## src/hw/cts_pkg.sv

```systemverilog
package cts_pkg;
   // timing at 100 MHz
   localparam int unsigned CTS_CLK_HZ = 100_000_000;
   localparam int unsigned CTS_LEAD_MS = 100; // capture lead before carrier drop
   localparam int unsigned CTS_DELAY_MS = 500; // tone start after carrier drop
   localparam int unsigned CTS_LEAD_CYC = CTS_CLK_HZ / 1000 * CTS_LEAD_MS;
   localparam int unsigned CTS_DELAY_CYC = CTS_CLK_HZ / 1000 * CTS_DELAY_MS;
   // history sample tick, default 1 ms
   localparam int unsigned CTS_TICK_US = 1000;
   localparam int unsigned CTS_TICK_CYC = CTS_CLK_HZ / 1_000_000 * CTS_TICK_US;
   // code and set widths
   localparam int unsigned CTS_SEL_W = 3;
   localparam logic [2:0] CTS_SEL_RST = 3'h0; // set 1
   // field positions inside the select code
   localparam int unsigned CTS_BIT0_POS = 0;
   localparam int unsigned CTS_BIT1_POS = 1;
   localparam int unsigned CTS_BIT2_POS = 2;

   // tone request toward the tone generator
   typedef struct packed
   {
      logic start; // one-cycle pulse
      logic [2:0] set_code; // set number minus one
   } cts_tone_s;
endpackage

```

## src/hw/cts_history.sv

```systemverilog
`timescale 1ns/100ps
// delay line of tone-select samples, one entry per tick
module cts_history
#(
   parameter int unsigned DEPTH = 100,
   parameter int unsigned W = 3
)
(
   input wire logic clk_sys,
   input wire logic rst_n,
   input wire logic ce,
   input wire logic tick,
   input wire logic [W-1:0] din,
   output logic [W-1:0] dout
);
   logic [W-1:0] mem_r [DEPTH];

   // shift line; the last entry is the oldest sample
   generate
      for (genvar i = 0; i < DEPTH; i++)
      begin : g_tap
         always_ff @(posedge clk_sys or negedge rst_n)
         begin
            if (!rst_n)
               mem_r[i] <= '0;
            else if (ce && tick)
               mem_r[i] <= (i == 0) ? din : mem_r[(i == 0) ? 0 : i - 1];
         end
      end
   endgenerate

   assign dout = mem_r[DEPTH-1];
endmodule

```

## src/hw/cts_selector.sv

```systemverilog
`timescale 1ns/100ps
// What this block does
// (RL1) three inputs form binary code, set 1..8
// (RL2) inputs never select alone; merge operator
// (RL3) highest numbered set wins at end
// (RL4) capture inputs about 100 ms before end
// (RL5) tone starts half second after end
// (RL6) unconnected inputs read low
// (RL7) keep sample history to look back
module cts_selector
#(
   parameter int unsigned TICK_CYC = cts_pkg::CTS_TICK_CYC,
   parameter int unsigned HIST_DEPTH = cts_pkg::CTS_LEAD_MS * 1000 / cts_pkg::CTS_TICK_US,
   parameter int unsigned DELAY_CYC = cts_pkg::CTS_DELAY_CYC
)
(
   input wire logic clk_sys,
   input wire logic rst_n,
   input wire logic ce,
   input wire logic tone_select_bit0,
   input wire logic tone_select_bit1,
   input wire logic tone_select_bit2,
   input wire logic carrier_active,
   input wire logic [cts_pkg::CTS_SEL_W-1:0] operator_set,
   output cts_pkg::cts_tone_s tone_out,
   output logic waiting
);
   import cts_pkg::*;

   ////////////////////////////////////////////////////////////////////////
   // state
   typedef enum logic [2:0]
   {
      CTS_IDLE = 3'b001,
      CTS_ACTIVE = 3'b010,
      CTS_WAIT = 3'b100
   } cts_state_e;

   cts_state_e state_r; // carrier tracking
   logic [31:0] tick_cnt_r; // sample tick divider
   logic tick; // one sample per tick period
   logic [31:0] wait_cnt_r; // post-carrier delay
   logic [CTS_SEL_W-1:0] live_code; // current input code
   logic [CTS_SEL_W-1:0] old_code; // code one lead time ago
   logic [CTS_SEL_W-1:0] latched_r; // captured request
   logic [CTS_SEL_W-1:0] merged; // winner of both requests
   logic carrier_fall;
   logic carrier_d_r;

   ////////////////////////////////////////////////////////////////////////
   // input code; pads carry weak pull-downs, so open pins arrive as 0
   always_comb
   begin
      live_code = '0; // see (RL6)
      live_code[CTS_BIT0_POS] = tone_select_bit0; // see (RL1)
      live_code[CTS_BIT1_POS] = tone_select_bit1;
      live_code[CTS_BIT2_POS] = tone_select_bit2; // most significant
   end

   // sample tick
   always_ff @(posedge clk_sys or negedge rst_n)
   begin
      if (!rst_n)
         tick_cnt_r <= '0;
      else if (ce)
         tick_cnt_r <= (tick_cnt_r >= TICK_CYC - 1) ? '0 : tick_cnt_r + 32'h1;
   end
   assign tick = (tick_cnt_r == TICK_CYC - 1);

   // end of carrier is only known afterwards, so look back in a delay line
   cts_history #(.DEPTH(HIST_DEPTH), .W(CTS_SEL_W)) u_hist // see (RL7)
   (
      .clk_sys(clk_sys),
      .rst_n(rst_n),
      .ce(ce),
      .tick(tick),
      .din(live_code),
      .dout(old_code)
   );

   ////////////////////////////////////////////////////////////////////////
   // carrier edge
   always_ff @(posedge clk_sys or negedge rst_n)
   begin
      if (!rst_n)
         carrier_d_r <= 1'b0;
      else if (ce)
         carrier_d_r <= carrier_active;
   end
   assign carrier_fall = carrier_d_r && !carrier_active;

   // capture the code from one lead time before the drop
   always_ff @(posedge clk_sys or negedge rst_n)
   begin
      if (!rst_n)
         latched_r <= CTS_SEL_RST;
      else if (ce && carrier_fall && state_r == CTS_ACTIVE)
         latched_r <= old_code; // see (RL4)
   end

   // operator choice always joins; larger code is larger set number
   assign merged = (latched_r > operator_set) ? latched_r : operator_set; // see (RL2) (RL3)

   ////////////////////////////////////////////////////////////////////////
   // sequence: active, then wait half a second, then start tone
   always_ff @(posedge clk_sys or negedge rst_n)
   begin
      if (!rst_n)
      begin
         state_r <= CTS_IDLE;
         wait_cnt_r <= '0;
      end
      else if (ce)
      begin
         case (state_r)
            CTS_IDLE:
            begin
               if (carrier_active)
                  state_r <= CTS_ACTIVE;
            end
            CTS_ACTIVE:
            begin
               if (carrier_fall)
               begin
                  state_r <= CTS_WAIT;
                  wait_cnt_r <= '0;
               end
            end
            CTS_WAIT:
            begin
               // a new key-up cancels the pending tone
               if (carrier_active)
                  state_r <= CTS_ACTIVE;
               else if (wait_cnt_r >= DELAY_CYC - 1)
                  state_r <= CTS_IDLE; // see (RL5)
               else
                  wait_cnt_r <= wait_cnt_r + 32'h1;
            end
            default:
               state_r <= CTS_IDLE;
         endcase
      end
   end

   // tone start pulse and set, from flops
   always_ff @(posedge clk_sys or negedge rst_n)
   begin
      if (!rst_n)
         tone_out <= '0;
      else if (ce)
      begin
         tone_out.start <= (state_r == CTS_WAIT) && !carrier_active
            && (wait_cnt_r >= DELAY_CYC - 1); // see (RL5)
         if (state_r == CTS_WAIT)
            tone_out.set_code <= merged; // see (RL3)
      end
      else
         tone_out.start <= 1'b0;
   end

   assign waiting = (state_r == CTS_WAIT);

   ////////////////////////////////////////////////////////////////////////
   // checks
   property p_start_after_wait;
      @(posedge clk_sys) disable iff (!rst_n)
      $rose(tone_out.start) |-> $past(state_r == CTS_WAIT);
   endproperty
   a_start_after_wait: assert property (p_start_after_wait) // see (RL5)
      else $error("tone start without wait");

   property p_set_is_max;
      @(posedge clk_sys) disable iff (!rst_n)
      tone_out.start |-> tone_out.set_code >= $past(operator_set)
         && tone_out.set_code >= $past(latched_r);
   endproperty
   a_set_is_max: assert property (p_set_is_max) // see (RL3)
      else $error("tone set below a request");

   property p_set_not_hw_only;
      @(posedge clk_sys) disable iff (!rst_n)
      tone_out.start && ($past(operator_set) > $past(latched_r))
         |-> tone_out.set_code == $past(operator_set);
   endproperty
   a_set_not_hw_only: assert property (p_set_not_hw_only) // see (RL2)
      else $error("operator choice ignored");

   property p_capture;
      @(posedge clk_sys) disable iff (!rst_n)
      ce && carrier_fall && state_r == CTS_ACTIVE |=> latched_r == $past(old_code);
   endproperty
   a_capture: assert property (p_capture) // see (RL4) (RL7)
      else $error("capture missed history");

   property p_code_map;
      @(posedge clk_sys) disable iff (!rst_n)
      live_code == {tone_select_bit2, tone_select_bit1, tone_select_bit0};
   endproperty
   a_code_map: assert property (p_code_map) // see (RL1) (RL6)
      else $error("code order wrong");

   property p_wait_no_early;
      @(posedge clk_sys) disable iff (!rst_n)
      ce && carrier_fall && state_r == CTS_ACTIVE |=> !tone_out.start [*2];
   endproperty
   a_wait_no_early: assert property (p_wait_no_early) // see (RL5)
      else $error("tone too early");

   property p_wait_leaves;
      @(posedge clk_sys) disable iff (!rst_n)
      state_r == CTS_WAIT |-> wait_cnt_r < DELAY_CYC;
   endproperty
   a_wait_leaves: assert property (p_wait_leaves) // see (RL5)
      else $error("wait counter overran");

   property p_onehot;
      @(posedge clk_sys) disable iff (!rst_n)
      $onehot(state_r);
   endproperty
   a_onehot: assert property (p_onehot)
      else $error("state not one-hot");

   c_tone: cover property (@(posedge clk_sys) disable iff (!rst_n) tone_out.start);
   c_rekey: cover property (@(posedge clk_sys) disable iff (!rst_n)
      state_r == CTS_WAIT ##1 state_r == CTS_ACTIVE);
   c_hw_wins: cover property (@(posedge clk_sys) disable iff (!rst_n)
      tone_out.start && tone_out.set_code > operator_set);
endmodule

```

## config.mk

```make
export PLATFORM = sky130hd
export DESIGN_NAME = cts_selector
export DESIGN_NICKNAME = d
export VERILOG_FILES = /design/src/hw/cts_pkg.sv /design/src/hw/cts_history.sv /design/src/hw/cts_selector.sv
export SDC_FILE = /design/constraint.sdc
export NUM_CORES = 1
export LEC_CHECK = 0
export BUFFER_PORTS_ARGS = -buffer_cell sky130_fd_sc_hd__buf_2
export CORE_MARGIN = 4
export CORE_UTILIZATION = 55
export CTS_CLUSTER_SIZE = 40
export DETAILED_ROUTE_END_ITERATION = 8
export PLACE_DENSITY = 0.71
export SYNTH_ARGS = -nofsm -noshare
export SYNTH_HDL_FRONTEND = slang
export SYNTH_SLANG_ARGS = --single-unit
```

## constraint.sdc

```tcl
create_clock -name clk_sys -period 2.6 [get_ports clk_sys]
set_input_delay 0.26 -clock clk_sys [delete_from_list [all_inputs] [get_ports clk_sys]]
set_output_delay 0.26 -clock clk_sys [all_outputs]
set_load 0.01 [all_outputs]
```

-- Word-level counts from Yosys, hierarchy flattened
Cells that the tools add are included.
- $add $sub $neg: 2
- order comparisons: 3
- reductions and logical operators: 11
- mux-type cells: 12
- equal/unequal tests: 9
- operators by type and width (operator ; number):
    two-way mux 32 bit ; 4
    adder 32 x 1 -> 32 bit, second input constant ; 2
    one-hot mux 32 bit (2 select lines) ; 1
    equality test 32 x 17 -> 1 bit, second input constant ; 1
    >= comparator 32 x 17 -> 1 bit, second input constant ; 1
    >= comparator 32 x 26 -> 1 bit, second input constant ; 1
    two-way mux 3 bit ; 5
    one-hot mux 3 bit (3 select lines) ; 1
    != test 2 bit, second input constant ; 4
    logical AND 1 bit ; 6
    AND reduction 5 bit ; 1
    AND reduction 4 bit ; 1
    equality test 3 x 1 -> 1 bit, second input constant ; 1
    equality test 3 x 2 -> 1 bit, second input constant ; 1
    equality test 3 bit, second input constant ; 1
    > comparator 3 bit ; 1
    != test 3 x 2 -> 1 bit, second input constant ; 1
    AND reduction 2 bit ; 1
    nonzero test 2 bit ; 1
    zero test 1 bit ; 1
    two-way mux 1 bit ; 1
- logic and storage cells: 144
- register bits: 375
- input bits: 10
- output and inout port bits: 5

-- Logic depth before layout (Yosys ltp)
Gate-level depths: netlist (run 1).
- depth after elaboration: 4
- gate-level depth with buffers: 8
- gate-level depth less buffers: 8

-- Cells and area by module
From an unflattened synthesis (run 1), not the netlist that was laid out.
- cell total of the unflattened synthesis: 1047
- area, all modules: 15122.0 um2
- by module, submodules not included (module ; times used ; cells each ; seq. area each (um2) ; area an instance (um2)):
    cts_history ; 1 ; 637 ; 7507.2 ; 11285.8
    cts_selector ; 1 ; 410 ; 1878.1 ; 3836.2

-- Worst setup path before layout (run 1)
OpenSTA, ideal clock, no wires.
- path type: register -> register
- start point: reg wait_cnt_r[26]
- end point: reg wait_cnt_r[24]
- arrival: 2215 ps
- stages on the path, launching flop included: 8
- path buffers: 2
- path slack: 245 ps
- library setup time: 140 ps
- data required time: 2460 ps
- clock period less this slack: 2355 ps
- cells stage by stage: dfrtp_1 or4_1 a2111o_1 or2_1 buf_2 buf_2 o311ai_0 o41ai_1
- longest elaborated chain between the ends: 3
- ends and longest elaborated chain (what ; line ; text):
    from (decl) ; cts_selector.sv:42 ; logic [31:0] wait_cnt_r;
    from (signal assigned) ; cts_selector.sv:137 ; wait_cnt_r <= wait_cnt_r + 32'h1;
    >= comparator 32 x 26 -> 1 bit ; cts_selector.sv:134 ; else if (wait_cnt_r >= DELAY_CYC - 1)
    != test 2 bit (no line) ; -- ;
    AND reduction 5 bit (no line) ; -- ;
No other way between the ends.
A chain may end at the register's enable or synchronous reset.

-- Worst setup path in the final report (run 1)
- start point: reg wait_cnt_r[26]
- end point: reg wait_cnt_r[16]
The elaborated chain is that of the path after synthesis.

==> impl_metrics.env, run 1 <==
export IMPL_criticalPathCategory="flop to flop"
export IMPL_grt_pass1_vias=8355
export IMPL_cts_setup_buffers=0
export IMPL_synth_compound_area_share_pct=3.03
export IMPL_finClkSkew_ns=0.0161
export IMPL_post_drt_wl_per_cell_um=14.9
export IMPL_initial_core_util_pct=55.9
export IMPL_finalSetupViolations=0
export IMPL_fmax_ghz=0.404
export IMPL_netlist_instances=1055
export IMPL_p_leak_nw=8.35
export IMPL_clk_pin_slew_ns=0.06
export IMPL_antenna_cells=0
export IMPL_yosys_cell_types_count=53
export IMPL_viasPerCell=5.55
export IMPL_drv_slew=0
export IMPL_syn_avg_cell_area_um2=14.2
export IMPL_synth_most_common_cell="dfrtp_1"
export IMPL_cp_required_ns=3.03
export IMPL_synthXorXnorAreaFrac_pct=1.05
export IMPL_core_rowCount=60
export IMPL_insertion_delay_ns=0.52
export IMPL_grt_overflow=0
export IMPL_finalHoldViolCount=0
export IMPL_cts_root_buffer="clkbuf_16"
export IMPL_grt_max_degree=72
export IMPL_synth_top_area_share_pct=62.3
export IMPL_p_per_area_nw_per_um2=705
export IMPL_routed_wl_um=21800
export IMPL_synth_warnings=0
export IMPL_core_um2=26900
export IMPL_cts_max_level=2
export IMPL_ys_ff_latch=375
export IMPL_slew_headroom_pct=62.9
export IMPL_yosys_area_share_simple_pct=7.39
export IMPL_worst_hold_path_type="input pin to flop"
export IMPL_place_port_buffers=14
export IMPL_die_w_um=173
export IMPL_finalCritPeriodShare_pct=95.1
export IMPL_fin_crit_ns=2.47
export IMPL_vdd_drop_max_v=0.000395
export IMPL_async_flop_share_pct=100
export IMPL_drive_gt1_share_pct=37.9
export IMPL_fin_tns_setup_ns=0
export IMPL_ant_nets=0
export IMPL_numCtsBuffers=38
export IMPL_synth_top_family_by_area="multiplexers"
export IMPL_dp_hpwl_um=13500
export IMPL_post_route_drc_count=0
export IMPL_synth_top_area_cell="dfrtp_1"
export IMPL_ys_seq_area_share_pct=62.5
export IMPL_area_growth_pct=13.4
export IMPL_cp_start_kind="flop"
export IMPL_synth_mux_area_share_pct=23.7
export IMPL_grt_use_total_pct=15.3
export IMPL_placed_area_um2=15700
export IMPL_dieArea_um2=30000
export IMPL_endpoint_kind="flop"
export IMPL_status="finished clean"
export IMPL_postLayoutCellArea_um2=17000
export IMPL_io_pins=15
export IMPL_die_h_um=173
export IMPL_antenna_found_initial=0
export IMPL_worst_pin_slew_ns=0.551
export IMPL_cp_data_arrival_time_ns=2.90
export IMPL_synth_common_cells="dfrtp_1, mux2_2, nand2_1"
export IMPL_cts_tree="yes"
export IMPL_yosys_top_cells_area="dfrtp_1, mux2_2, nand2_1, nor2_1, buf_2"
export IMPL_finalNetCount=1116
export IMPL_syn_nets=1070
export IMPL_synth_area_um2=15000
export IMPL_finalWeightedCongestion=0.814
export IMPL_synth_edf_count=0
export IMPL_synth_ff_type="dfrtp_1"
export IMPL_clockBufferDepth=3
export IMPL_clock_sinks=375
export IMPL_rsz0062_at_grt="no"
export IMPL_dr_first_iter_drc_count=370
export IMPL_dr_total_vias=8146
export IMPL_first_pass_iters=4
export IMPL_cp_max_fo=16
export IMPL_synth_fa_ha_area_share_pct=0.417
export IMPL_grt_pass1_wl_um=39900
export IMPL_cap_violations=0
## area by class of cell
class | count | area, um2
Clock inverter | 8 | 111
Timing Repair Buffer | 54 | 553
Multi-Input combinational cell | 616 | 5360
Fill cell | 2021 | 9850
Sequential cell | 375 | 9390
Tap cell | 341 | 427
Inverter | 16 | 60.1
Clock buffer | 57 | 1130
## cell usage in the layout, fill, tap and decap left out, drive strengths merged, types with 2 or more instances in the layout
| cell | n |
|---|---|
| xor2 | 7 |
| nor4 | 13 |
| bufinv | 2 |
| nor2 | 45 |
| o311ai | 7 |
| and3 | 6 |
| a31oi | 5 |
| and4 | 5 |
| nand4 | 13 |
| inv | 18 |
| nand2b | 5 |
| nor3 | 6 |
| mux2 | 305 |
| dfrtp | 374 |
| and2 | 8 |
| nor2b | 5 |
| o21bai | 2 |
| or4 | 7 |
| clkbuf | 57 |
| a211o | 2 |
| xnor2 | 11 |
| clkinv | 3 |
| a21oi | 10 |
| a41oi | 2 |
| o21ai | 16 |
| o211ai | 4 |
| dlygate4sd3 | 4 |
| ha | 5 |
| or2 | 4 |
| o41ai | 3 |
| buf | 50 |
| nand2 | 52 |
| nand3 | 25 |
| mux2i | 12 |
| or3 | 12 |
| o31ai | 7 |
## repair_timing
| item | 4_1_cts | 5_1_grt |
|---|---|---|
| resized for setup | 0 | 3 |
| hold buffers | 4 | 0 |
| endpoints found under the setup margin | 0 | 2 |
| hold endpoints to repair | 62 | 0 |
## state kept, by name, indices dropped and copies added, names as in the netlist
signal and count:
carrier_d_r 1, latched_r 3, state_r 3, tick_cnt_r 32
tone_out 4, u_hist.dout 3, u_hist.mem_r 297, wait_cnt_r 32
## cells by family after synthesis
logic type | Yosys count
AO/OA/AOI/OAI | 65
multiplexers | 317
XOR/XNOR | 18
flip-flops | 375
AND/OR/NAND/NOR | 211
adder cells (fa/ha/maj) | 5
buffers and inverters | 64
## path summary, 6_finish.rpt
check	start	to	slack (ns)	cells past startpoint
min	carrier_active	state_r[0]$_DFFE_PN1P_	0.06	3
max	wait_cnt_r[26]$_DFFE_PN0P_	wait_cnt_r[16]$_DFFE_PN0P_	0.13	6
max in group asynchronous	rst_n	u_hist.mem_r[129]$_DFFE_PN0P_	1.48	3
min reg2reg	tone_out[1]$_DFFE_PN0P_	tone_out[1]$_DFFE_PN0P_	0.47	2
max reg2reg	wait_cnt_r[26]$_DFFE_PN0P_	wait_cnt_r[16]$_DFFE_PN0P_	0.13	6
min in group asynchronous	rst_n	tick_cnt_r[9]$_DFFE_PN0P_	0.29	2
## routing by layer
metal | vias to the layer above | wire length [um] | GRT usage, %
met2 | 93 | 10200 | 24.0
met4 | 0 | 457 | 4.36
li1 | 3868 | - | -
met5 | - | 0 | 0
met1 | 4142 | 10400 | 22.0
met3 | 43 | 799 | 3.03
## stage by stage
stage	hold WS [ns]	total power, mW	cells	setup WS, ns	utilization (%)
after global routing	0.0529	12.5	1467	0.0224	63.3
after detailed placement	0.270	6.77	1398	0.0935	58.5
after floorplan	-0.0356	6.50	1055	0.245	-
after global placement	0.261	6.75	1398	0.138	58.5
final	0.0556	12.0	1467	0.128	63.3
after CTS	0.0327	12.2	1467	0.0288	63.3
## report_power, final
group	switching, mW	internal [mW]	leakage [nW]	total, mW
logic	0.284	0.191	2.54	0.476
registers	0.202	5.99	5.20	6.19
clock network	2.12	3.21	0.609	5.33
total	2.61	9.39	8.35	12.0
## critical path: stages, from the launching register on
cell and delay (ns):
dfrtp_1 0.36, or4_1 0.51, a2111o_1 0.44, or2_1 0.27, buf_4 0.20, or3_4 0.40
o31ai_1 0.21
Power figures use the tool's default switching activity.
==> run 2: changes to the inputs <==
--- a/config.mk
+++ b/config.mk
@@ -8,8 +8,8 @@
 export BUFFER_PORTS_ARGS = -buffer_cell sky130_fd_sc_hd__buf_2
 export CORE_MARGIN = 4
 export CORE_UTILIZATION = 55
-export CTS_CLUSTER_SIZE = 40
 export DETAILED_ROUTE_END_ITERATION = 8
+export MAX_ROUTING_LAYER = met4
 export PLACE_DENSITY = 0.71
 export SYNTH_ARGS = -nofsm -noshare
 export SYNTH_HDL_FRONTEND = slang
==> impl_metrics.env, run 2 (synthesized netlist as in run 1, its figures left out) <==
export IMPL_core_rowCount=60
export IMPL_vdd_drop_max_v=0.000396
export IMPL_cts_max_level=2
export IMPL_post_route_drc_count=0
export IMPL_post_drt_wl_per_cell_um=14.9
export IMPL_routed_wl_um=21800
export IMPL_ant_nets=0
export IMPL_p_leak_nw=8.35
export IMPL_slowest_delay_ns=0.51
export IMPL_clock_sinks=375
export IMPL_antenna_found_initial=0
export IMPL_grt_pass1_wl_um=39900
export IMPL_core_um2=26900
export IMPL_worstHoldPathCells=3
export IMPL_finalHoldViolCount=0
export IMPL_cts_setup_buffers=0
export IMPL_worst_hold_path_type="input pin to flop"
export IMPL_rsz0062_at_grt="no"
export IMPL_endpoint_kind="flop"
export IMPL_r2r_cells=6
export IMPL_cp_start_kind="flop"
export IMPL_largest_reg_flops=297
export IMPL_seqCellArea_um2=9390
export IMPL_grt_pass1_vias=8340
export IMPL_io_pins=15
export IMPL_fin_tns_setup_ns=0
export IMPL_finalWeightedCongestion=0.827
export IMPL_cap_violations=0
export IMPL_cp_data_arrival_time_ns=2.90
export IMPL_worstHoldEndpoint="state_r[0]$_DFFE_PN1P_"
export IMPL_initial_core_util_pct=55.9
export IMPL_grt_overflow=0
export IMPL_top_register="u_hist.mem_r"
export IMPL_place_port_buffers=14
export IMPL_drv_slew=0
export IMPL_dr_total_vias=8162
export IMPL_fin_util_pct=63.3
export IMPL_p_total_mw=12.0
export IMPL_top_regs="u_hist.mem_r (297), tick_cnt_r (32), wait_cnt_r (32)"
export IMPL_first_pass_iters=4
export IMPL_cp_max_fo=16
export IMPL_fillers=2021
export IMPL_insertion_delay_ns=0.53
export IMPL_cts_tree="yes"
export IMPL_status="finished clean"
export IMPL_cts_root_buffer="clkbuf_16"
export IMPL_worst_pin_slew_ns=0.551
export IMPL_reg2reg_from="wait_cnt_r[26]$_DFFE_PN0P_"
export IMPL_finalSetupViolations=0
export IMPL_r2r_slack_ns=0.13
export IMPL_clockBufferDepth=3
export IMPL_finClkSkew_ns=0.0168
export IMPL_slew_headroom_pct=62.9
export IMPL_grt_max_degree=72
export IMPL_dr_first_iter_drc_count=379
export IMPL_multiInputGateArea_um2=5360
export IMPL_antenna_cells=0
export IMPL_layout_common_cells="dfrtp_1, mux2_2, nand2_1"
export IMPL_die_w_um=173
export IMPL_finalCritPeriodShare_pct=95.0
export IMPL_die_h_um=173
export IMPL_numCtsBuffers=38
export IMPL_criticalPathCategory="flop to flop"
export IMPL_crit_path_cell_trace="or4_1, a2111o_1, or2_1, buf_4, or3_4, o31ai_1"
export IMPL_crit_path_top_delay_cell="or4_1"
export IMPL_fmax_ghz=0.405
export IMPL_layout_commonest_cell="dfrtp_1"
export IMPL_grt_use_total_pct=15.7
export IMPL_fin_crit_ns=2.47
export IMPL_reg2reg_to="wait_cnt_r[16]$_DFFE_PN0P_"
export IMPL_cp_required_ns=3.03
export IMPL_viasPerCell=5.56
export IMPL_finalNetCount=1116
export IMPL_dieArea_um2=30000
export IMPL_hold_start="carrier_active"
export IMPL_p_per_area_nw_per_um2=705
export IMPL_area_growth_pct=13.4
export IMPL_dp_hpwl_um=13500
export IMPL_drive_gt1_share_pct=37.9
export IMPL_clk_pin_slew_ns=0.06
## run 2: cell counts in the layout (fill, tap and decap cells not counted)
Identical to the previous run, type by type.
## run 2: stage by stage
stage               cell area, um2  setup WS, ns  hold slack [ns]  cells
floorplan                    15000         0.245          -0.0356   1055
global placement             15700         0.138            0.261   1398
detailed placement           15700        0.0935            0.270   1398
CTS                          17000        0.0288           0.0327   1467
global route                 17000        0.0238           0.0529   1467
finish                       17000         0.130           0.0570   1467
## run 2: worst max path at each step
stage | startpoint | endpoint | cells after the start | slack (ns)
2_1_floorplan | wait_cnt_r[26]$_DFFE_PN0P_ | wait_cnt_r[24]$_DFFE_PN0P_ | 7 | 0.24
3_3_place_gp | wait_cnt_r[26]$_DFFE_PN0P_ | wait_cnt_r[18]$_DFFE_PN0P_ | 6 | 0.14
3_5_place_dp | wait_cnt_r[26]$_DFFE_PN0P_ | wait_cnt_r[18]$_DFFE_PN0P_ | 6 | 0.09
4_1_cts | state_r[1]$_DFFE_PN0P_ | waiting | 6 | 0.03
5_1_grt | wait_cnt_r[26]$_DFFE_PN0P_ | wait_cnt_r[24]$_DFFE_PN0P_ | 6 | 0.02
6_report | wait_cnt_r[26]$_DFFE_PN0P_ | wait_cnt_r[16]$_DFFE_PN0P_ | 6 | 0.13
## run 2: layout make-up
type                    count  area share, %
flip-flops and latches    375           55.1
multi-input cells         616           31.5
clock buffers              57           6.65
repair buffers             54           3.25
well taps                 341           2.51
clock inverters             8          0.654
inverters                  16          0.353
## run 2: where the power goes
part           switching [mW]  internal, mW  total [mW]  leakage (nW)
Combinational           0.285         0.191       0.476          2.54
Clock                    2.12          3.21        5.33         0.609
Sequential              0.202          5.99        6.19          5.20
## run 2: per-layer routing
layer / global-route usage (%) / part of all wire, % / vias up
met3: 3.03 / 3.7 / 43
met2: 23.9 / 47 / 101
met4: 4.36 / 2.0 / 0
li1: - / - / 3870
met1: 22.0 / 48 / 4148
met5: - / 0 / -
## run 2: what timing repair did
action                                 4_1_cts  5_1_grt
setup endpoints to repair                    0        2
gates resized for setup                      0        3
hold buffers                                 4        0
endpoints found under the hold margin       62        0
## run 2: worst max-delay path: cells and delay by family (launching register included)
| kind | cells | cell delay (ns) |
|---|---|---|
| flip-flops | 1 | 0.36 |
| AND/OR/NAND/NOR | 3 | 1.18 |
| buffers and inverters | 1 | 0.20 |
| AO/OA/AOI/OAI | 2 | 0.65 |
